## src/pkg/sensor_ctrl_consts.svh

```systemverilog
// Constants for the sensor mode and reset controller
`ifndef SENSOR_CTRL_CONSTS_SVH
`define SENSOR_CTRL_CONSTS_SVH
`define CLK_FREQ_HZ 10000000
`define DEV_ADDR 7'h44
`define GC_ADDR 7'h00
`define GC_RESET_BYTE 8'h06
`define CMD_FAST_RESP 16'h2b32
`define CMD_FETCH 16'he000
`define CMD_SOFT_RESET 16'h30a2
`define CMD_BREAK_DEF 16'h3093
`define CMD_HEAT_ON_DEF 16'h306d
`define CMD_HEAT_OFF_DEF 16'h3066
`define BREAK_TIME_US 1000
`define BREAK_CYCLES (`BREAK_TIME_US * (`CLK_FREQ_HZ / 1000000))
`define RST_PIN_MIN_NS 1000
`define RST_PIN_CYCLES ((`RST_PIN_MIN_NS * (`CLK_FREQ_HZ / 1000000) + 999) / 1000)
`define RESET_BUSY_CYCLES 16
`define FAST_RESP_HZ 4
`define ACQ_PERIOD_CYCLES (`CLK_FREQ_HZ / `FAST_RESP_HZ)
`define RECOVERY_CLOCKS 9
`define STAT_HEATER_BIT 13
`endif

```

## src/pkg/sensor_ctrl_pkg.sv

```systemverilog
// Types for the sensor mode and reset controller
package sensor_ctrl_pkg;
  typedef enum logic [1:0] {
    MODE_SINGLE = 2'b00,
    MODE_PERIODIC = 2'b01,
    MODE_STOPPING = 2'b11,
    MODE_RESET = 2'b10
  } mode_t;
  typedef enum logic [2:0] {
    LK_IDLE = 3'b000,
    LK_ADDR = 3'b001,
    LK_ADDR_ACK = 3'b011,
    LK_BYTE = 3'b010,
    LK_BYTE_ACK = 3'b110,
    LK_READ_ACK = 3'b111,
    LK_SKIP = 3'b101
  } link_t;
endpackage

```

## src/core/link_sync.sv

```systemverilog
// Two-stage synchroniser and edge finder for link pins
`timescale 1ns/1ns
module link_sync (
  input wire logic i_clock,
  input wire logic i_rst,
  input wire logic i_async,
  output logic o_level,
  output logic o_rise,
  output logic o_fall
);
  logic meta_q;
  logic sync_q;
  logic last_q;
  always_ff @(posedge i_clock or posedge i_rst) begin
    if (i_rst) begin
      meta_q <= 1'b1;
      sync_q <= 1'b1;
      last_q <= 1'b1;
    end else begin
      meta_q <= i_async;
      sync_q <= meta_q;
      last_q <= sync_q;
    end
  end
  assign o_level = sync_q;
  assign o_rise = sync_q & ~last_q;
  assign o_fall = ~sync_q & last_q;
endmodule

```

## src/core/sensor_mode_reset_control.sv

```systemverilog
// Command decoder, mode control and reset control of the sensor
//
// Summary of operation
// - Fast-response command starts 4 Hz acquisition
// - Same write header and 16-bit framing
// - Break aborts, returns single-shot within 1 ms
// - Commands ignored while a reset runs
// - Full reset at power-up
// - Nine SCL clocks, SDA high, idle interface
// - Recovery resets interface, keeps status
// - Soft reset reloads calibration, resets controller
// - Calibration reloaded in the same cycle as each measurement start
// - General call 0x00 then 0x06 resets
// - General call honoured only when accepting commands
// - Reset pin low one microsecond resets
// - Heater commands switch heater, status shows
// - Heater off after any reset except bus recovery
// - Acknowledged read header clears measurement data memory
// - Read header NACKed when no data
`timescale 1ns/1ns
`include "sensor_ctrl_consts.svh"
module sensor_mode_reset_control #(
  parameter logic [15:0] CMD_BREAK = `CMD_BREAK_DEF,
  parameter logic [15:0] CMD_HEAT_ON = `CMD_HEAT_ON_DEF,
  parameter logic [15:0] CMD_HEAT_OFF = `CMD_HEAT_OFF_DEF,
  parameter int ACQ_PERIOD = `ACQ_PERIOD_CYCLES,
  parameter int BREAK_TIME = `BREAK_CYCLES
) (
  input wire logic i_clock,
  input wire logic i_rst,
  input wire logic i_scl,
  input wire logic i_sda,
  input wire logic i_external_reset_pin_active_low,
  output logic o_sda,
  output logic o_sda_oe,
  output logic o_periodic,
  output logic o_heater,
  output logic o_data_ready,
  output logic o_cal_reload,
  output logic o_measure_start,
  output logic o_busy,
  output logic [15:0] o_status
);
  ////////////////////////////////////////////////////////////////////////////
  logic scl;
  logic scl_rise;
  logic scl_fall;
  logic sda;
  logic sda_rise;
  logic sda_fall;
  logic rst_pin;
  link_sync u_scl (.i_clock(i_clock), .i_rst(i_rst), .i_async(i_scl),
    .o_level(scl), .o_rise(scl_rise), .o_fall(scl_fall));
  link_sync u_sda (.i_clock(i_clock), .i_rst(i_rst), .i_async(i_sda),
    .o_level(sda), .o_rise(sda_rise), .o_fall(sda_fall));
  link_sync u_rst (.i_clock(i_clock), .i_rst(i_rst), .i_async(i_external_reset_pin_active_low),
    .o_level(rst_pin), .o_rise(), .o_fall());
  wire start_cond = sda_fall & scl;
  wire stop_cond = sda_rise & scl;
  ////////////////////////////////////////////////////////////////////////////
  // Link byte engine
  sensor_ctrl_pkg::link_t lk_q, lk_d;
  logic [7:0] sh_q, sh_d;
  logic [3:0] bit_q, bit_d;
  logic [3:0] rec_q, rec_d;
  logic [7:0] msb_q, msb_d;
  logic nbyte_q, nbyte_d;
  logic gc_q, gc_d;
  logic ack_q, ack_d;
  logic sda_oe_q, sda_oe_d;
  logic cmd_v_q, cmd_v_d;
  logic [15:0] cmd_q, cmd_d;
  logic gc_rst_q, gc_rst_d;
  logic read_q, read_d;
  logic busy;
  always_comb begin
    lk_d = lk_q;
    sh_d = sh_q;
    bit_d = bit_q;
    rec_d = rec_q;
    msb_d = msb_q;
    nbyte_d = nbyte_q;
    gc_d = gc_q;
    ack_d = ack_q;
    sda_oe_d = sda_oe_q;
    cmd_v_d = 1'b0;
    cmd_d = cmd_q;
    gc_rst_d = 1'b0;
    read_d = 1'b0;
    // Count SCL clocks with SDA high for bus recovery
    // Our own ACK also counts as released data, else recovery stalls on it
    if (scl_rise) begin
      rec_d = (sda || sda_oe_q) ? ((rec_q == 4'hf) ? rec_q : rec_q + 4'h1) : 4'h0;
    end
    if (start_cond) begin
      lk_d = sensor_ctrl_pkg::LK_ADDR;
      bit_d = 4'h0;
      nbyte_d = 1'b0;
      sda_oe_d = 1'b0;
      rec_d = 4'h0;
    end else if (stop_cond || rec_q >= 4'(`RECOVERY_CLOCKS)) begin
      // Only the link state is cleared; status stays untouched
      lk_d = sensor_ctrl_pkg::LK_IDLE;
      sda_oe_d = 1'b0;
      rec_d = 4'h0;
    end else begin
      case (lk_q)
        sensor_ctrl_pkg::LK_ADDR, sensor_ctrl_pkg::LK_BYTE: begin
          if (scl_rise) begin
            sh_d = {sh_q[6:0], sda};
            bit_d = bit_q + 4'h1;
          end
          if (scl_fall && bit_q == 4'h8) begin
            bit_d = 4'h0;
            if (lk_q == sensor_ctrl_pkg::LK_ADDR) begin
              gc_d = (sh_q[7:1] == `GC_ADDR) && !sh_q[0];
              // Read header needs data present, else NACK
              ack_d = !busy && ((sh_q[7:1] == `DEV_ADDR && (!sh_q[0] || o_data_ready))
                || (sh_q[7:1] == `GC_ADDR && !sh_q[0]));
              read_d = (sh_q[7:1] == `DEV_ADDR) && sh_q[0] && !busy && o_data_ready;
              lk_d = sensor_ctrl_pkg::LK_ADDR_ACK;
            end else begin
              ack_d = 1'b1;
              if (gc_q) begin
                gc_rst_d = (sh_q == `GC_RESET_BYTE);
              end else if (nbyte_q) begin
                cmd_d = {msb_q, sh_q};
                cmd_v_d = 1'b1;
              end else begin
                msb_d = sh_q;
              end
              nbyte_d = ~nbyte_q;
              lk_d = sensor_ctrl_pkg::LK_BYTE_ACK;
            end
            sda_oe_d = ack_d;
          end
        end
        sensor_ctrl_pkg::LK_ADDR_ACK, sensor_ctrl_pkg::LK_BYTE_ACK: begin
          if (scl_fall) begin
            sda_oe_d = 1'b0;
            if (!ack_q) begin
              lk_d = sensor_ctrl_pkg::LK_SKIP;
            end else if (lk_q == sensor_ctrl_pkg::LK_ADDR_ACK && sh_q[0]) begin
              // Data serialiser lives elsewhere; this block stays off the bus
              lk_d = sensor_ctrl_pkg::LK_SKIP;
            end else begin
              lk_d = sensor_ctrl_pkg::LK_BYTE;
            end
          end
        end
        sensor_ctrl_pkg::LK_IDLE, sensor_ctrl_pkg::LK_SKIP, sensor_ctrl_pkg::LK_READ_ACK: begin
          sda_oe_d = 1'b0;
        end
        default: begin
          lk_d = sensor_ctrl_pkg::LK_IDLE;
          sda_oe_d = 1'b0;
        end
      endcase
    end
  end
  always_ff @(posedge i_clock or posedge i_rst) begin
    if (i_rst) begin
      lk_q <= sensor_ctrl_pkg::LK_IDLE;
      sh_q <= 8'h00;
      bit_q <= 4'h0;
      rec_q <= 4'h0;
      msb_q <= 8'h00;
      nbyte_q <= 1'b0;
      gc_q <= 1'b0;
      ack_q <= 1'b0;
      sda_oe_q <= 1'b0;
      cmd_v_q <= 1'b0;
      cmd_q <= 16'h0000;
      gc_rst_q <= 1'b0;
      read_q <= 1'b0;
    end else begin
      lk_q <= lk_d;
      sh_q <= sh_d;
      bit_q <= bit_d;
      rec_q <= rec_d;
      msb_q <= msb_d;
      nbyte_q <= nbyte_d;
      gc_q <= gc_d;
      ack_q <= ack_d;
      sda_oe_q <= sda_oe_d;
      cmd_v_q <= cmd_v_d;
      cmd_q <= cmd_d;
      gc_rst_q <= gc_rst_d;
      read_q <= read_d;
    end
  end
  ////////////////////////////////////////////////////////////////////////////
  // Mode and reset control
  sensor_ctrl_pkg::mode_t mode_q, mode_d;
  logic [31:0] tmr_q, tmr_d;
  logic [3:0] pin_cnt_q, pin_cnt_d;
  logic heater_q, heater_d;
  logic ready_q, ready_d;
  logic cal_q, cal_d;
  logic meas_q, meas_d;
  logic periodic_q, periodic_d;
  logic busy_q, busy_d;
  assign busy = busy_q;
  always_comb begin
    mode_d = mode_q;
    tmr_d = tmr_q;
    pin_cnt_d = rst_pin ? 4'h0 : ((pin_cnt_q == 4'hf) ? pin_cnt_q : pin_cnt_q + 4'h1);
    heater_d = heater_q;
    ready_d = ready_q;
    cal_d = 1'b0;
    meas_d = 1'b0;
    if (pin_cnt_q >= 4'(`RST_PIN_CYCLES) || gc_rst_q) begin
      mode_d = sensor_ctrl_pkg::MODE_RESET;
      tmr_d = 32'(`RESET_BUSY_CYCLES);
      heater_d = 1'b0;
      ready_d = 1'b0;
    end else begin
      // Clear comes first so a new acquisition in the same cycle wins
      if (read_q) begin
        ready_d = 1'b0;
      end
      case (mode_q)
        sensor_ctrl_pkg::MODE_RESET: begin
          if (tmr_q != 32'h0) begin
            tmr_d = tmr_q - 32'h1;
          end else begin
            mode_d = sensor_ctrl_pkg::MODE_SINGLE;
            cal_d = 1'b1;
          end
        end
        sensor_ctrl_pkg::MODE_STOPPING: begin
          if (tmr_q > 32'h1) begin
            tmr_d = tmr_q - 32'h1;
          end else begin
            mode_d = sensor_ctrl_pkg::MODE_SINGLE;
          end
        end
        sensor_ctrl_pkg::MODE_PERIODIC: begin
          if (tmr_q > 32'h1) begin
            tmr_d = tmr_q - 32'h1;
          end else begin
            tmr_d = 32'(ACQ_PERIOD);
            meas_d = 1'b1;
            cal_d = 1'b1;
            ready_d = 1'b1;
          end
        end
        default: begin
          mode_d = sensor_ctrl_pkg::MODE_SINGLE;
        end
      endcase
      if (cmd_v_q && mode_q != sensor_ctrl_pkg::MODE_RESET) begin
        if (cmd_q == `CMD_SOFT_RESET) begin
          mode_d = sensor_ctrl_pkg::MODE_RESET;
          tmr_d = 32'(`RESET_BUSY_CYCLES);
          heater_d = 1'b0;
          ready_d = 1'b0;
          meas_d = 1'b0;
        end else if (cmd_q == CMD_BREAK) begin
          mode_d = sensor_ctrl_pkg::MODE_STOPPING;
          tmr_d = 32'(BREAK_TIME);
          meas_d = 1'b0;
        end else if (cmd_q == `CMD_FAST_RESP) begin
          mode_d = sensor_ctrl_pkg::MODE_PERIODIC;
          tmr_d = 32'(ACQ_PERIOD);
        end else if (cmd_q == CMD_HEAT_ON) begin
          heater_d = 1'b1;
        end else if (cmd_q == CMD_HEAT_OFF) begin
          heater_d = 1'b0;
        end
      end
    end
    periodic_d = (mode_d == sensor_ctrl_pkg::MODE_PERIODIC);
    busy_d = (mode_d == sensor_ctrl_pkg::MODE_RESET);
  end
  // Power-up reset lands in the reset state
  always_ff @(posedge i_clock or posedge i_rst) begin
    if (i_rst) begin
      mode_q <= sensor_ctrl_pkg::MODE_RESET;
      tmr_q <= 32'(`RESET_BUSY_CYCLES);
      pin_cnt_q <= 4'h0;
      heater_q <= 1'b0;
      ready_q <= 1'b0;
      cal_q <= 1'b0;
      meas_q <= 1'b0;
      periodic_q <= 1'b0;
      busy_q <= 1'b1;
    end else begin
      mode_q <= mode_d;
      tmr_q <= tmr_d;
      pin_cnt_q <= pin_cnt_d;
      heater_q <= heater_d;
      ready_q <= ready_d;
      cal_q <= cal_d;
      meas_q <= meas_d;
      periodic_q <= periodic_d;
      busy_q <= busy_d;
    end
  end
  assign o_sda = 1'b0;
  assign o_sda_oe = sda_oe_q;
  assign o_periodic = periodic_q;
  assign o_heater = heater_q;
  assign o_data_ready = ready_q;
  assign o_cal_reload = cal_q;
  assign o_measure_start = meas_q;
  assign o_busy = busy_q;
  assign o_status = {2'b00, heater_q, 13'h0000};
  ////////////////////////////////////////////////////////////////////////////
  property p_heater_reset;
    @(posedge i_clock) disable iff (i_rst) gc_rst_q |=> !heater_q && busy_q;
  endproperty
  a_heater_reset: assert property (p_heater_reset) else $error("heater on after reset");
  property p_break;
    @(posedge i_clock) disable iff (i_rst)
      (cmd_v_q && cmd_q == CMD_BREAK && !busy_q && !gc_rst_q && pin_cnt_q < 4'(`RST_PIN_CYCLES))
      |=> !periodic_q && mode_q == sensor_ctrl_pkg::MODE_STOPPING && tmr_q <= 32'(`BREAK_CYCLES);
  endproperty
  a_break: assert property (p_break) else $error("break did not stop periodic mode");
  property p_break_done;
    @(posedge i_clock) disable iff (i_rst)
      (mode_q == sensor_ctrl_pkg::MODE_STOPPING && tmr_q <= 32'h1 && !cmd_v_q && !gc_rst_q
      && pin_cnt_q < 4'(`RST_PIN_CYCLES)) |=> mode_q == sensor_ctrl_pkg::MODE_SINGLE;
  endproperty
  a_break_done: assert property (p_break_done) else $error("break did not reach single mode");
  property p_ignore_busy;
    @(posedge i_clock) disable iff (i_rst) busy_q && cmd_v_q && !gc_rst_q |=> $stable(heater_q);
  endproperty
  a_ignore_busy: assert property (p_ignore_busy) else $error("command taken during reset");
  property p_fetch_clear;
    @(posedge i_clock) disable iff (i_rst) read_q && !meas_d |=> !o_data_ready;
  endproperty
  a_fetch_clear: assert property (p_fetch_clear) else $error("data still ready after read");
  property p_recovery;
    @(posedge i_clock) disable iff (i_rst) rec_q >= 4'(`RECOVERY_CLOCKS) && !start_cond
      |=> lk_q == sensor_ctrl_pkg::LK_IDLE && !o_sda_oe;
  endproperty
  a_recovery: assert property (p_recovery) else $error("interface not idle after recovery");
  property p_status_kept;
    @(posedge i_clock) disable iff (i_rst) rec_q >= 4'(`RECOVERY_CLOCKS) && !gc_rst_q && !cmd_v_q
      && pin_cnt_q < 4'(`RST_PIN_CYCLES) |=> $stable(heater_q);
  endproperty
  a_status_kept: assert property (p_status_kept) else $error("status changed by recovery");
  property p_pin_reset;
    @(posedge i_clock) disable iff (i_rst) pin_cnt_q >= 4'(`RST_PIN_CYCLES) |=> busy_q && !o_data_ready;
  endproperty
  a_pin_reset: assert property (p_pin_reset) else $error("pin reset not taken");
  property p_periodic_cal;
    @(posedge i_clock) disable iff (i_rst) meas_q |-> cal_q && periodic_q;
  endproperty
  a_periodic_cal: assert property (p_periodic_cal) else $error("measure without reload");
  c_periodic: cover property (@(posedge i_clock) disable iff (i_rst) meas_q);
  c_gc_reset: cover property (@(posedge i_clock) disable iff (i_rst) gc_rst_q);
  c_heater_on: cover property (@(posedge i_clock) disable iff (i_rst) $rose(heater_q));
endmodule

```

## config.mk

```make
export PLATFORM = sky130hd
export DESIGN_NAME = sensor_mode_reset_control
export DESIGN_NICKNAME = d
export VERILOG_FILES = /design/src/pkg/sensor_ctrl_pkg.sv /design/src/core/link_sync.sv /design/src/core/sensor_mode_reset_control.sv
export VERILOG_INCLUDE_DIRS = /design/src /design/src/pkg
export SDC_FILE = /design/constraint.sdc
export NUM_CORES = 1
export LEC_CHECK = 0
export BUFFER_PORTS_ARGS = -buffer_cell sky130_fd_sc_hd__buf_2
export CELL_PAD_IN_SITES_DETAIL_PLACEMENT = 0
export CELL_PAD_IN_SITES_GLOBAL_PLACEMENT = 1
export CORE_ASPECT_RATIO = 1.4
export CORE_MARGIN = 2
export CORE_UTILIZATION = 48
export DETAILED_ROUTE_END_ITERATION = 6
export PLACE_DENSITY = 0.88
export SYNTH_ARGS = -nofsm -noshare
export SYNTH_HDL_FRONTEND = slang
export SYNTH_SLANG_ARGS = --single-unit
```

## constraint.sdc

```tcl
create_clock -name i_clock -period 4.1 [get_ports i_clock]
set_clock_uncertainty 0.15 [all_clocks]
set_input_delay 0.41 -clock i_clock [delete_from_list [all_inputs] [get_ports i_clock]]
set_output_delay 0.41 -clock i_clock [all_outputs]
set_load 0.005 [all_outputs]
```

After elaboration in Yosys (flattened, before gate mapping)
Index checks and enable logic that the tools add are counted.

Register bits: 102. Logic and storage cells: 210. Output and inout port bits: 24.

Bitwise operators: 15. Equality and inequality tests: 31. $lt $le $gt $ge: 3. Add/sub/neg operators: 4. Reductions and logical operators: 39. Muxes and demuxes: 88.

Operators with widths (count): 32-bit 2-to-1 mux (8); 32-bit one-hot mux with 3 select lines (1); 16-bit by 14-bit == test with 1-bit output, second input constant (5); 1-bit 2-to-1 mux (49); 4-bit 2-to-1 mux (12); 32-bit by 1-bit greater-than comparator with 1-bit output, second input constant (1); 32-bit nonzero test (1); 32-bit by 1-bit subtractor with 32-bit output, second input constant (1); 3-bit 2-to-1 mux (7); 4-bit AND reduction (4); 2-bit 2-to-1 mux (7); 7-bit AND reduction (2); 4-bit by 1-bit adder with 4-bit output, second input constant (3); 4-bit == test, second input constant (3); 3-bit == test, second input constant (3); 1-bit logical AND (9); 3-bit inequality test, second input constant (3); 1-bit NOT (9); 3-bit one-hot mux with 3 select lines (1); 8-bit by 3-bit == test with 1-bit output, second input constant (1); 4-bit greater-or-equal comparator, second input constant (2); 4-bit inequality test, second input constant (2); 7-bit == test, second input constant (1); 7-bit zero test (1); other kinds (21) (44).

Depth between registers and ports, before layout
Gate-level depths: netlist of the first run.

Depth in word-level cells: 10. Mapped depth: 11.

Hierarchy
A second synthesis of the first run with hierarchy kept.

Cell total of the unflattened synthesis: 585. Area total of the unflattened synthesis: 5770.5 µm².

By module, submodules not included: sensor_mode_reset_control (area each 5477.8 µm², sequential area each 2356.0 µm², instances 1, cells each 567); link_sync (area each 97.6 µm², sequential area each 78.8 µm², instances 3, cells each 6).

Least setup slack after synthesis of the first run
Ideal clock, no wire load.

Kind: register -> register. Start point: register rec_q[0]. End point: register cmd_q[0]. Period minus slack after synthesis: 3.009 ns. Cell stages (with the launch flop): 10. Buffers on the path: 2. Path slack: 1.091 ns. Data arrival time: 2.734 ns. Cell sequence: dfrtp_1 -> ha_1 -> or3b_1 -> a22o_1 -> clkbuf_1 -> nor2_1 -> nand2_1 -> nor4b_4 -> buf_2 -> mux2_2.

Cells in the longest elaborated chain, start to end: 4.

RTL lines: start, declared (RTL line sensor_mode_reset_control.sv:65) `logic [3:0] rec_q, rec_d;`; start signal, assigned (RTL line sensor_mode_reset_control.sv:180) `rec_q <= rec_d;`; 4-bit greater-or-equal comparator (RTL line sensor_mode_reset_control.sv:101) `` end else if (stop_cond || rec_q >= 4'(`RECOVERY_CLOCKS)) begin ``; 1-bit logical OR (RTL line sensor_mode_reset_control.sv:101); 1-bit NOT (no line); 7-bit AND reduction (no line); end signal, assigned (RTL line sensor_mode_reset_control.sv:187) `cmd_q <= cmd_d;`; end, declared (RTL line sensor_mode_reset_control.sv:72) `logic [15:0] cmd_q, cmd_d;`.

No other way between the ends. A chain may end at the register's enable or synchronous reset.

Worst setup path after layout of the first run
Start point: register tmr_q[0]. End point: register tmr_q[25].

Cells in the longest elaborated chain, start to end: 8. Elaborated cells between the ends (all ways): 12.

RTL lines: start, declared (RTL line sensor_mode_reset_control.sv:195) `logic [31:0] tmr_q, tmr_d;`; start signal, assigned (RTL line sensor_mode_reset_control.sv:280) `` tmr_q <= 32'(`RESET_BUSY_CYCLES); ``; start signal, assigned (RTL line sensor_mode_reset_control.sv:290) `tmr_q <= tmr_d;`; 32-bit by 1-bit subtractor with 32-bit output, or another cell as far along (RTL line sensor_mode_reset_control.sv:225, sensor_mode_reset_control.sv:233, sensor_mode_reset_control.sv:240); 32-bit 2-to-1 mux (on tied branches) (RTL line sensor_mode_reset_control.sv:239, sensor_mode_reset_control.sv:224, sensor_mode_reset_control.sv:232); 32-bit one-hot mux with 3 select lines (*) (RTL line sensor_mode_reset_control.sv:222) `case (mode_q)`; 32-bit 2-to-1 mux (RTL line sensor_mode_reset_control.sv:263) `` end else if (cmd_q == `CMD_FAST_RESP) begin ``; 32-bit 2-to-1 mux (RTL line sensor_mode_reset_control.sv:259) `end else if (cmd_q == CMD_BREAK) begin`; 32-bit 2-to-1 mux (RTL line sensor_mode_reset_control.sv:253) `` if (cmd_q == `CMD_SOFT_RESET) begin ``; 32-bit 2-to-1 mux (*) (RTL line sensor_mode_reset_control.sv:252) `if (cmd_v_q && mode_q != sensor_ctrl_pkg::MODE_RESET) begin`; 32-bit 2-to-1 mux (*) (RTL line sensor_mode_reset_control.sv:212) `` if (pin_cnt_q >= 4'(`RST_PIN_CYCLES) || gc_rst_q) begin ``; via tmr_d[25] (RTL line sensor_mode_reset_control.sv:195).

The timed path passes the listed nets; every way through them passes the cells marked *.

==> results of run 1 <==
[final timing paths]
check	from	to	depth (start not counted)
min in group asynchronous	i_rst	cmd_q[10]	2
max in group asynchronous	i_rst	u_sda.o_level	3
worst max-delay path	tmr_q[0]	tmr_q[25]	10
worst min-delay path	i_external_reset_pin_active_low	u_rst.meta_q	1
worst min register to register	u_rst.meta_q	u_rst.o_level	0
worst max register to register	tmr_q[0]	tmr_q[25]	10
[cell usage after synthesis, drive strengths merged (6+ instances only)]
library cell / n
nor3: 25
clkbuf: 11
nand2: 34
buf: 20
dfrtp: 91
nand4: 6
mux2: 32
a31oi: 10
a211oi: 7
nor2: 57
o21ai: 30
inv: 22
a21oi: 43
nand2b: 12
nor4: 9
nand3: 17
or3: 9
dfstp: 11
xor2: 7
nor2b: 11
nand3b: 6
or4: 10
ha: 14
[per-layer routing]
metal,vias to the layer above,GRT usage (%),part of all wire (%)
li1,2064,-,-
met1,2108,26.1,40
met2,78,39.1,54
met3,17,2.64,3.1
met4,0,8.27,2.1
met5,-,0,0
[worst max-delay path: stages, from the launching register on]
cell       delay [ns]
dfrtp_1          0.41
inv_1            0.11
ha_1             0.21
or4b_1           0.54
or4_4            0.47
or3_4            0.36
a2bb2oi_2        0.29
buf_4            0.29
nand2_1          0.14
a32oi_1          0.21
nor2_1           0.06
[logic make-up (layout without fill, tap and decap cells)]
group / count (synthesis) / after routing / share of synthesized area (%)
AND/OR/NAND/NOR: 218 / 218 / 22.0
AO/OA/AOI/OAI: 129 / 129 / 14.7
flip-flops: 102 / 102 / 46.5
buffers and inverters: 54 / 62 / 4.94
multiplexers: 36 / 36 / 7.25
adder cells (fa/ha/maj): 14 / 14 / 3.17
XOR/XNOR: 9 / 9 / 1.43
other: 1 / 16 / 0.0679
[layout by cell type, fill, tap and decap left out, types with 9 or more instances in the layout]
cell type	instances
nand3_1	17
buf_2	12
clkbuf_16	9
nand2_1	34
o21ai_0	29
nor2_1	57
nor2b_1	11
a31oi_1	10
dfstp_2	11
a21oi_1	43
conb_1	16
ha_1	14
inv_1	20
mux2_2	32
dfrtp_1	91
nand2b_1	12
buf_4	9
nor3_1	24
[cell type report]
class                           count  area (µm²)
Timing Repair Buffer               23         148
Tap cell                          144         180
Sequential cell                   102        2570
Clock buffer                        9         225
Fill cell                        1024        5270
Multi-Input combinational cell    422        2740
Clock inverter                      7        67.6
Inverter                           23        88.8
[flip-flops by register name, summed over array words and instances, names as in the netlist, 3 cells and up]
register	flops
cmd_q	16
rec_q	4
bit_q	4
sh_q	8
msb_q	8
pin_cnt_q	4
lk_q	3
tmr_q	32
[metrics by stage]
stage               power (µW)  cell area, µm²  std cells
floorplan                 1700            5580        578
global placement          1830            5700        712
detailed placement        1850            5700        712
CTS                       2690            6020        730
global route              2830            6020        730
finish                    2680            6020        730
[power groups by stage]
| stage | Sequential, µW | Combinational (µW) | Clock [µW] |
|---|---|---|---|
| 2_1_floorplan | 1170 | 528 | 0 |
| 3_3_place_gp | 1230 | 596 | 0 |
| 3_5_place_dp | 1240 | 610 | 0 |
| 4_1_cts | 1220 | 616 | 858 |
| 5_1_grt | 1240 | 696 | 895 |
| 6_report | 1220 | 617 | 841 |
==> summary.md, run 1 <==
| Metric | Value |
|---|---|
| Initial antenna violation count | 0 |
| CTS sink cnt | ~100 |
| Root Buffer | clkbuf_16 |
| Sw Share | 34.1% |
| Ys flop type | dfrtp_1 |
| CTS Hold Buffers Added | 2 |
| Post-synth EDFFs | 0 |
| TNS Setup | 0 ns |
| Largest net degree at the start of global routing | 79 |
| RSZ-0062 raised after global routing | false |
| Final HPWL DP | 8.92 mm |
| Register area share after synthesis | 46.5% |
| Via count | 4267 |
| Total CTS buffers | 9 |
| Int Pwr | 1770 µW |
| Residual DRC | 0 |
| Nets | 600 |
| Longest Clk Path Bufs | 2 |
| H-tree levels | 3 |
| Final setup fails | 0 |
| Status | completed |
| Avg WL per Cell | between 15 and 20 µm |
| Via density per instance | 5.85 |
| Die W | approximately 95 µm |
| Leakage | 0.00274 µW |
| Worst vdd ir | 0.285 mV |
| Core area | about 11000 µm² |
| Critical setup path kind | reg2reg |
| Final slew viol count | 0 |
| Post-CTS Setup Repair Bufs | 0 |
| Share of cells above drive strength 1 | 16.2% |
| Reg power frac | a little under half |
| GRT Overall Usage | 21.6% |
| Fin util | 53.3% |
| Worst-path clk slew | 0.07 ns |
| Initial core utilization | 49.0% |
| Router iterations before antenna repair | 4 |
| Residual overflow from global routing | 0 |
| Clk_lat worst skew | around 0.35 ns |
| Seq cells post-synth | 102 |
| Cell taking the most area after synthesis | dfrtp_1 |
| Hold violation count in the final report | 0 |
| Cts repair resizes | 0 |
| Core Rows | 46 |
| Post-route setup slack | 0.732 ns |
| Hold Worst Slack | between 0.01 and 0.015 ns |
| Die Footprint | 12400 µm² |
| YS warnings | 0 |
| Share of power burned in combinational logic | 23.1% |
| Cell count after synthesis | 563 |
| Vias in the first global route | 4334 |
| Detail Route Antenna Nets | 0 |
| Initial DRC Count | 245 |
| Clock Power Share | 31.4% |
| TritonCTS clock tree | done |
| Slew @ Worst Pin | 0.942 ns |
| Slew HR | 37.2% |
| Die H | 131 µm |
| Required time worst endpoint | 4.19 ns |
| Dominant cells by area after synthesis | dfrtp_1, mux2_2, dfstp_2 |
| Final WL | 12.2 mm |
| Pwr/cell area | 445 nW/µm² |
| Post-place setup slack | 0.770 ns |
| First-pass GRT wire length | ~21 mm |
| IO Port Bufs | 12 |
| Tcrit/Tclk final | between 80 and 90% |
| Yosys top cell area share | about 41% |
| Yosys cell types | 69 |
| Mean post-synth cell area | 9.81 µm² |
| Hold WC Path Type | in2reg |
| Final GP Congestion | 0.864 |
| Fin crit period | around 3.4 ns |
| Max_cap viols | 0 |
| Worst Setup End Kind | flop |
| Asr flop ratio synth | 100% |
| Synthesized area | 5520 µm² |
| Arrival time worst endpoint | 3.46 ns |
| Critical Path Fanout Max | 19 |
| Diodes inserted | 0 |
| Achievable clock frequency | approximately 300 MHz |
| Io pins | 29 |
| CP Launch Type | flop |
| Flop2flop setup slack | between 0.7 and 0.8 ns |
| Synthesis-to-finish area growth | 8.93% |
| Net switching power | 911 µW |
Power figures use the tool's default switching activity.
==> run 2: changes to the inputs <==
Settings changed: ABC_AREA from default to 1, CORE_UTILIZATION 48 to 46, PLACE_DENSITY 0.88 to 0.89.
Clock period 4.1 ns to 3.15 ns, I/O delays scaled along.
==> run 2 against run 1 <==
Effect of this change: non-clock buffer count is 1 lower; power grew 17%; sequential cell count did not move.
==> summary.md, run 2 <==
| Metric | Value |
|---|---|
| Status | completed |
| CP Cell Sequence | ha_1, nor2_1, nand2_1, a32oi_2, nand2_2, nor3_2, nand3_2, inv_2, nand2_1, o21ai_1 |
| Slew @ Worst Pin | ~0.7 ns |
| YS warnings | 0 |
| Detail Route Antenna Nets | 0 |
| Die W | 103 µm |
| Most frequent cells in the layout | nand2_1, nor2_1, inv_1 |
| Synthesized area | between 6000 and 7000 µm² |
| Initial core utilization | 46.9% |
| Final HPWL DP | 11.4 mm |
| Vias in the first global route | 5288 |
| Max reg flops | 32 |
| Area of the multi-input gates | approximately 3100 µm² |
| Area post-placement | 6400 µm² |
| Slew HR | about 53% |
| Final GP Congestion | 0.895 |
| Synthesis-to-finish area growth | 7.86% |
| GRT Overall Usage | ~22% |
| TNS Setup | 0 ns |
| Flop2flop setup slack | ~0.66 ns |
| Core area | 13300 µm² |
| Clk_lat worst skew | 0.36 ns |
| Nets | 873 |
| Reg power frac | 47.5% |
| Via density per instance | 5.17 |
| Slowest stage delay, CP | ~0.43 ns |
| Pwr/cell area | 466 nW/µm² |
| Non-filler cells, final | 1041 |
| Hold WC Path Type | reg2reg |
| Largest regs | tmr_q: 32 flops, cmd_q: 16 flops |
| RR Endpoint | cmd_q[12] |
| WHS Path Cells | 0 |
| Register Area | 2570 µm² |
| Fillers | 1352 |
| Initial antenna violation count | 0 |
| Final instance area | just under 7000 µm² |
| CP bufs+invs | 1 |
| Initial DRC Count | 262 |
| Sw Share | 31.4% |
| IO Port Bufs | 12 |
| Post-synth EDFFs | 0 |
| Register area share after synthesis | 41.0% |
| Clock Power Share | 36.2% |
| Yosys cell types | 51 |
| Arrival time worst endpoint | 2.62 ns |
| Most frequent cell after synthesis | nand2_1 |
| Cts repair resizes | 0 |
| Dominant cells by area after synthesis | dfrtp_1, nand2_1, nor2_1 |
| H-tree levels | 3 |
| Diodes inserted | 0 |
| Share of cells above drive strength 1 | 10.6% |
| Seq cells post-synth | 102 |
| Most used cell, CP | nand2_1 |
| Ys flop type | dfrtp_1 |
| Net switching power | 987 µW |
| Mean post-synth cell area | approximately 7.4 µm² |
| Die H | 142 µm |
| Int Pwr | 2160 µW |
| Crit-path slowest cell | dfrtp_1 |
| Io pins | 29 |
| Longest Clk Path Bufs | 2 |
| Critical Path Fanout Max | 23 |
| Worst vdd ir | 0.338 mV |
| Cell count after synthesis | 843 |
| Worst Setup End Kind | flop |
| RSZ-0062 raised after global routing | false |
| Die Footprint | 14600 µm² |
| Most frequent cells after synthesis | nand2_1, nor2_1, inv_1 |
| Max_cap viols | 0 |
| Root Buffer | clkbuf_16 |
| Router iterations before antenna repair | 6 |
| Hold Worst Slack | around 0.21 ns |
| Via count | 5387 |
| Leakage | 0.00353 µW |
| Residual DRC | 0 |
| Final setup fails | 0 |
| Yosys top cell area share | 36.4% |
| Hold endpoint | u_rst.o_level |
| Largest net degree at the start of global routing | 56 |
| Achievable clock frequency | 402 MHz |
| Required time worst endpoint | ~3.3 ns |
| Top delay family on crit path | simple AND/OR/NAND/NOR gates |
| Core Rows | 50 |
| Overall Power | ~3100 µW |
| Final WL | 15.4 mm |
| Final slew viol count | 0 |
| Hold_sp | u_rst.meta_q |
| TritonCTS clock tree | done |
| Residual overflow from global routing | 0 |
| RR Startpoint | rec_q[0] |
| Worst-path clk slew | 0.07 ns |
| Critical setup path kind | reg2reg |
| Post-CTS Setup Repair Bufs | 0 |
| Asr flop ratio synth | 100% |
| Tcrit/Tclk final | 78.9% |
| FF-to-FF path depth | 10 |
| Share of power burned in combinational logic | around 16% |
| Fin crit period | 2.49 ns |
| Dpl cells | 1021 |
| Total CTS buffers | 9 |
| CP Launch Type | flop |
| Avg WL per Cell | 14.8 µm |
| Cell taking the most area after synthesis | dfrtp_1 |
| CTS sink cnt | slightly above 100 |
| Biggest register | tmr_q |
| Hold violation count in the final report | 0 |
| Commonest non-fill, non-tap cell in the layout | nand2_1 |
| First-pass GRT wire length | approximately 25 mm |
-- run 2: cell types whose count changed in the layout (fill, tap and decap cells not counted), moves of 13 or more --
cell | previous run | this run
inv_1 | 20 | 96
mux2_2 | 32 | 0
nand2_1 | 34 | 210
nand3_1 | 17 | 57
nor2_1 | 57 | 111
o21ai_1 | 1 | 14
-- run 2: power groups by stage --
stage / combinational (µW) / sequential [µW] / clock, µW
floorplan: 415 / 1500 / 0
global placement: 511 / 1520 / 0
detailed placement: 510 / 1520 / 0
CTS: 518 / 1490 / 1160
global route: 597 / 1510 / 1220
finish: 515 / 1490 / 1140
-- run 2: metal layers --
metal / vias up / track usage, % / share of wire (%)
met5: - / 0 / 0
met3: 48 / 2.36 / 3.1
met4: 0 / 12.8 / 4.8
met2: 122 / 39.9 / 52
li1: 2709 / - / -
met1: 2508 / 25.7 / 40
-- run 2: repair_timing --
action | in CTS | in global routing
hold buffers | 4 | 0
endpoints found under the setup margin | 0 | 0
hold endpoints to repair | 49 | 0
-- run 2: layout make-up --
class	instances	share of cell area (%)
clock inverters	6	0.983
clock buffers	10	3.54
inverters	103	5.77
flip-flops and latches	102	38.0
well taps	182	3.37
multi-input cells	616	46.0
repair buffers	22	2.34
-- run 2: how the worst max path moves through the flow --
stage / end / slack (ns) / cells after the start / start
after global placement: tmr_q[31] / 0.78 / 11 / mode_q[1]
after detailed placement: cmd_q[12] / 0.70 / 10 / rec_q[0]
final: cmd_q[12] / 0.66 / 10 / rec_q[0]
after CTS: cmd_q[12] / 0.66 / 10 / rec_q[0]
after global routing: cmd_q[10] / 0.36 / 11 / rec_q[1]
after floorplan: ack_q / 0.03 / 1 / i_rst
-- run 2: cells by family after synthesis --
logic type,share of synthesized area [%]
xor gates and xnor gates,2.38
adders and majority gates,2.80
AOI/OAI and AO/OA,11.3
other,0.0599
buffers and inverters,10.3
and+or+nand+nor,32.2
DFF,41.0
-- run 2: metrics by stage --
step	utilization, %	worst slack (ns)
finish	50.6	0.665
global route	50.6	0.358
CTS	50.6	0.661
detailed placement	48.0	0.701
global placement	48.0	0.778
floorplan	-	0.0277
==> run 3: changes to the inputs <==
Settings changed: ABC_AREA 1 to 0, CORE_UTILIZATION 46 to 44, PLACE_DENSITY 0.89 to 0.86.
Clock period 3.15 ns to 2 ns, I/O delays scaled along.
==> run 3 against run 2 <==
Effect of this change: the flow now finishes with violations (setup timing); highest routed layer unchanged; cell count down 11%; register-to-register slack got worse by 1.7 ns; die area down 7.5%; clock power rose by 56%; non-clock buffer count rose by 193; hold slack worse by 0.00058 ns; utilization is 16 points higher; sequential share of layout area down 6.9 points; critical path depth stayed put; combinational power grew to 5.1 times the previous value; sequential cell count stayed put; critical endpoint is now tmr_q[16].
==> summary.md, run 3 (same netlist as run 1, synthesis figures left out) <==
| Metric | Value |
|---|---|
| Router iterations before antenna repair | 7 |
| Max reg flops | 32 |
| Largest regs | tmr_q: 32 flops, cmd_q: 16 flops |
| Flop2flop setup slack | -1.00 ns |
| TritonCTS clock tree | done |
| CP Cell Sequence | inv_2, ha_4, or4b_4, or4_4, or3_4, a2bb2oi_4, buf_4, nor3_4, and3_1, a221o_1 |
| Vias in the first global route | 5511 |
| Initial core utilization | about 45% |
| Root Buffer | clkbuf_16 |
| Critical setup path kind | reg2reg |
| M1 GR Usage | 27.2% |
| Hold Worst Slack | around 0.21 ns |
| GRT Overall Usage | approximately 25% |
| Worst vdd ir | 0.649 mV |
| Critical Path Fanout Max | 5 |
| Required time worst endpoint | 2.09 ns |
| Tcrit/Tclk final | 150% |
| Commonest non-fill, non-tap cell in the layout | buf_4 |
| Max_cap viols | 0 |
| Failing checks | setup timing |
| CP Launch Type | flop |
| Io pins | 29 |
| Via count | 5320 |
| Total CTS buffers | 9 |
| Worst Setup End Kind | flop |
| Final slew viol count | 0 |
| CP bufs+invs | 2 |
| Top Usage Layer GRT | met2 |
| CTS sink cnt | 102 |
| Final setup fails | between 80 and 90 |
| Largest net degree at the start of global routing | 62 |
| Most frequent cells in the layout | buf_4, dfrtp_1, nor2_1 |
| Initial DRC Count | approximately 240 |
| Hold WC Path Type | reg2reg |
| H-tree levels | 3 |
| Residual DRC | 0 |
| Top delay family on crit path | simple AND/OR/NAND/NOR gates |
| Core Rows | 48 |
| Post-route setup slack | -1.00 ns |
| Initial antenna violation count | 0 |
| Diodes inserted | 0 |
| Hold violation count in the final report | 0 |
| Residual overflow from global routing | 0 |
| Via density per instance | 5.73 |
| Pwr/cell area | slightly above 800 nW/µm² |
| Achievable clock frequency | 333 MHz |
| Clk_lat worst skew | 0.36 ns |
| Die W | 98.7 µm |
| Worst-path clk slew | 0.07 ns |
| First-pass GRT wire length | 26.6 mm |
| Longest Clk Path Bufs | 2 |
| Fin crit period | 3.00 ns |
| Met2 Usage GRT | 45.8% |
| Area post-placement | 7090 µm² |
| Leakage | slightly below 0.004 µW |
| Status | finished with violations |
| Share of cells above drive strength 1 | 45.7% |
| Arrival time worst endpoint | 3.09 ns |
| Nets | 793 |
| Final instance area | 8250 µm² |
| Die Footprint | 13500 µm² |
| Final HPWL DP | ~11 mm |
| Core area | 12300 µm² |
| Avg WL per Cell | 18.6 µm |
| Biggest register | tmr_q |
| Met3 Usage GRT | 3.78% |
| Synthesis-to-finish area growth | 49.3% |
| Final WL | 17.3 mm |
| Die H | 137 µm |
| IO Port Bufs | 12 |
| Crit-path slowest cell | or4b_4 |
| Final GP Congestion | 1.01 |
| Detail Route Antenna Nets | 0 |
| Slowest stage delay, CP | 0.48 ns |
| RSZ-0062 raised after global routing | true |
-- run 3: cell types whose count changed in the layout (fill, tap and decap cells not counted), moves of 44 or more --
cell     before  now
buf_4         5  166
inv_1        96   17
nand2_1     210   26
nand3_1      57   13
nor2_1      111   51
-- run 3: area by class of cell --
class / instances / area [µm²]
clock buffers: 9 / 225
clock inverters: 7 / 73.8
fillers: 875 / 4070
inverters: 23 / 90.1
multi-input cells: 423 / 3330
flip-flops and latches: 102 / 2570
well taps: 150 / 188
repair buffers: 215 / 1770
-- run 3: final timing paths --
check	from	depth (start not counted)	endpoint
setup / recovery	tmr_q[0]	10	tmr_q[16]
hold / removal	u_rst.meta_q	0	u_rst.o_level
setup reg to reg	tmr_q[0]	10	tmr_q[16]
hold reg to reg	u_rst.meta_q	0	u_rst.o_level
max in group asynchronous	i_rst	4	u_scl.last_q
min in group asynchronous	i_rst	4	o_measure_start
-- run 3: routing by layer --
metal  routed length (µm)  vias up
li1                     -     2449
met1                 6530     2664
met2                 9380      152
met3                  665       55
met4                  709        0
met5                    0        -
-- run 3: timing repair --
item	4_1_cts	5_1_grt
endpoints found under the setup margin	81	90
cloned	3	1
pin swaps	23	30
hold endpoints to repair	94	0
hold buffers	4	0
gates resized for setup	80	57
setup buffers	25	20
-- run 3: metrics by stage --
step	total power [µW]	util, %	cells	worst slack (ns)	TNS (ns)
final	6860	67.0	929	-1.00	-59.92
after global routing	7160	67.0	929	-1.09	-66.49
after CTS	6520	65.0	921	-0.924	-51.44
after detailed placement	4420	57.6	874	-0.930	-50.09
after global placement	4350	57.6	874	-0.876	-46.27
after floorplan	3570	-	578	-0.863	-47.30
-- run 3: power by group --
group          switching (µW)  internal (µW)  total, µW  leakage, µW
combinational            1360           1290       2650      0.00235
clock                     890            890       1780     0.000148
sequential                205           2230       2430      0.00137
-- run 3: worst reg2reg max path, cell delays in order, from the launching register on --
cell and delay [ns]:
dfrtp_1 0.39, inv_2 0.08, ha_4 0.14, or4b_4 0.48, or4_4 0.43, or3_4 0.38, a2bb2oi_4 0.20, buf_4 0.16
nor3_4 0.05, and3_1 0.19, a221o_1 0.25
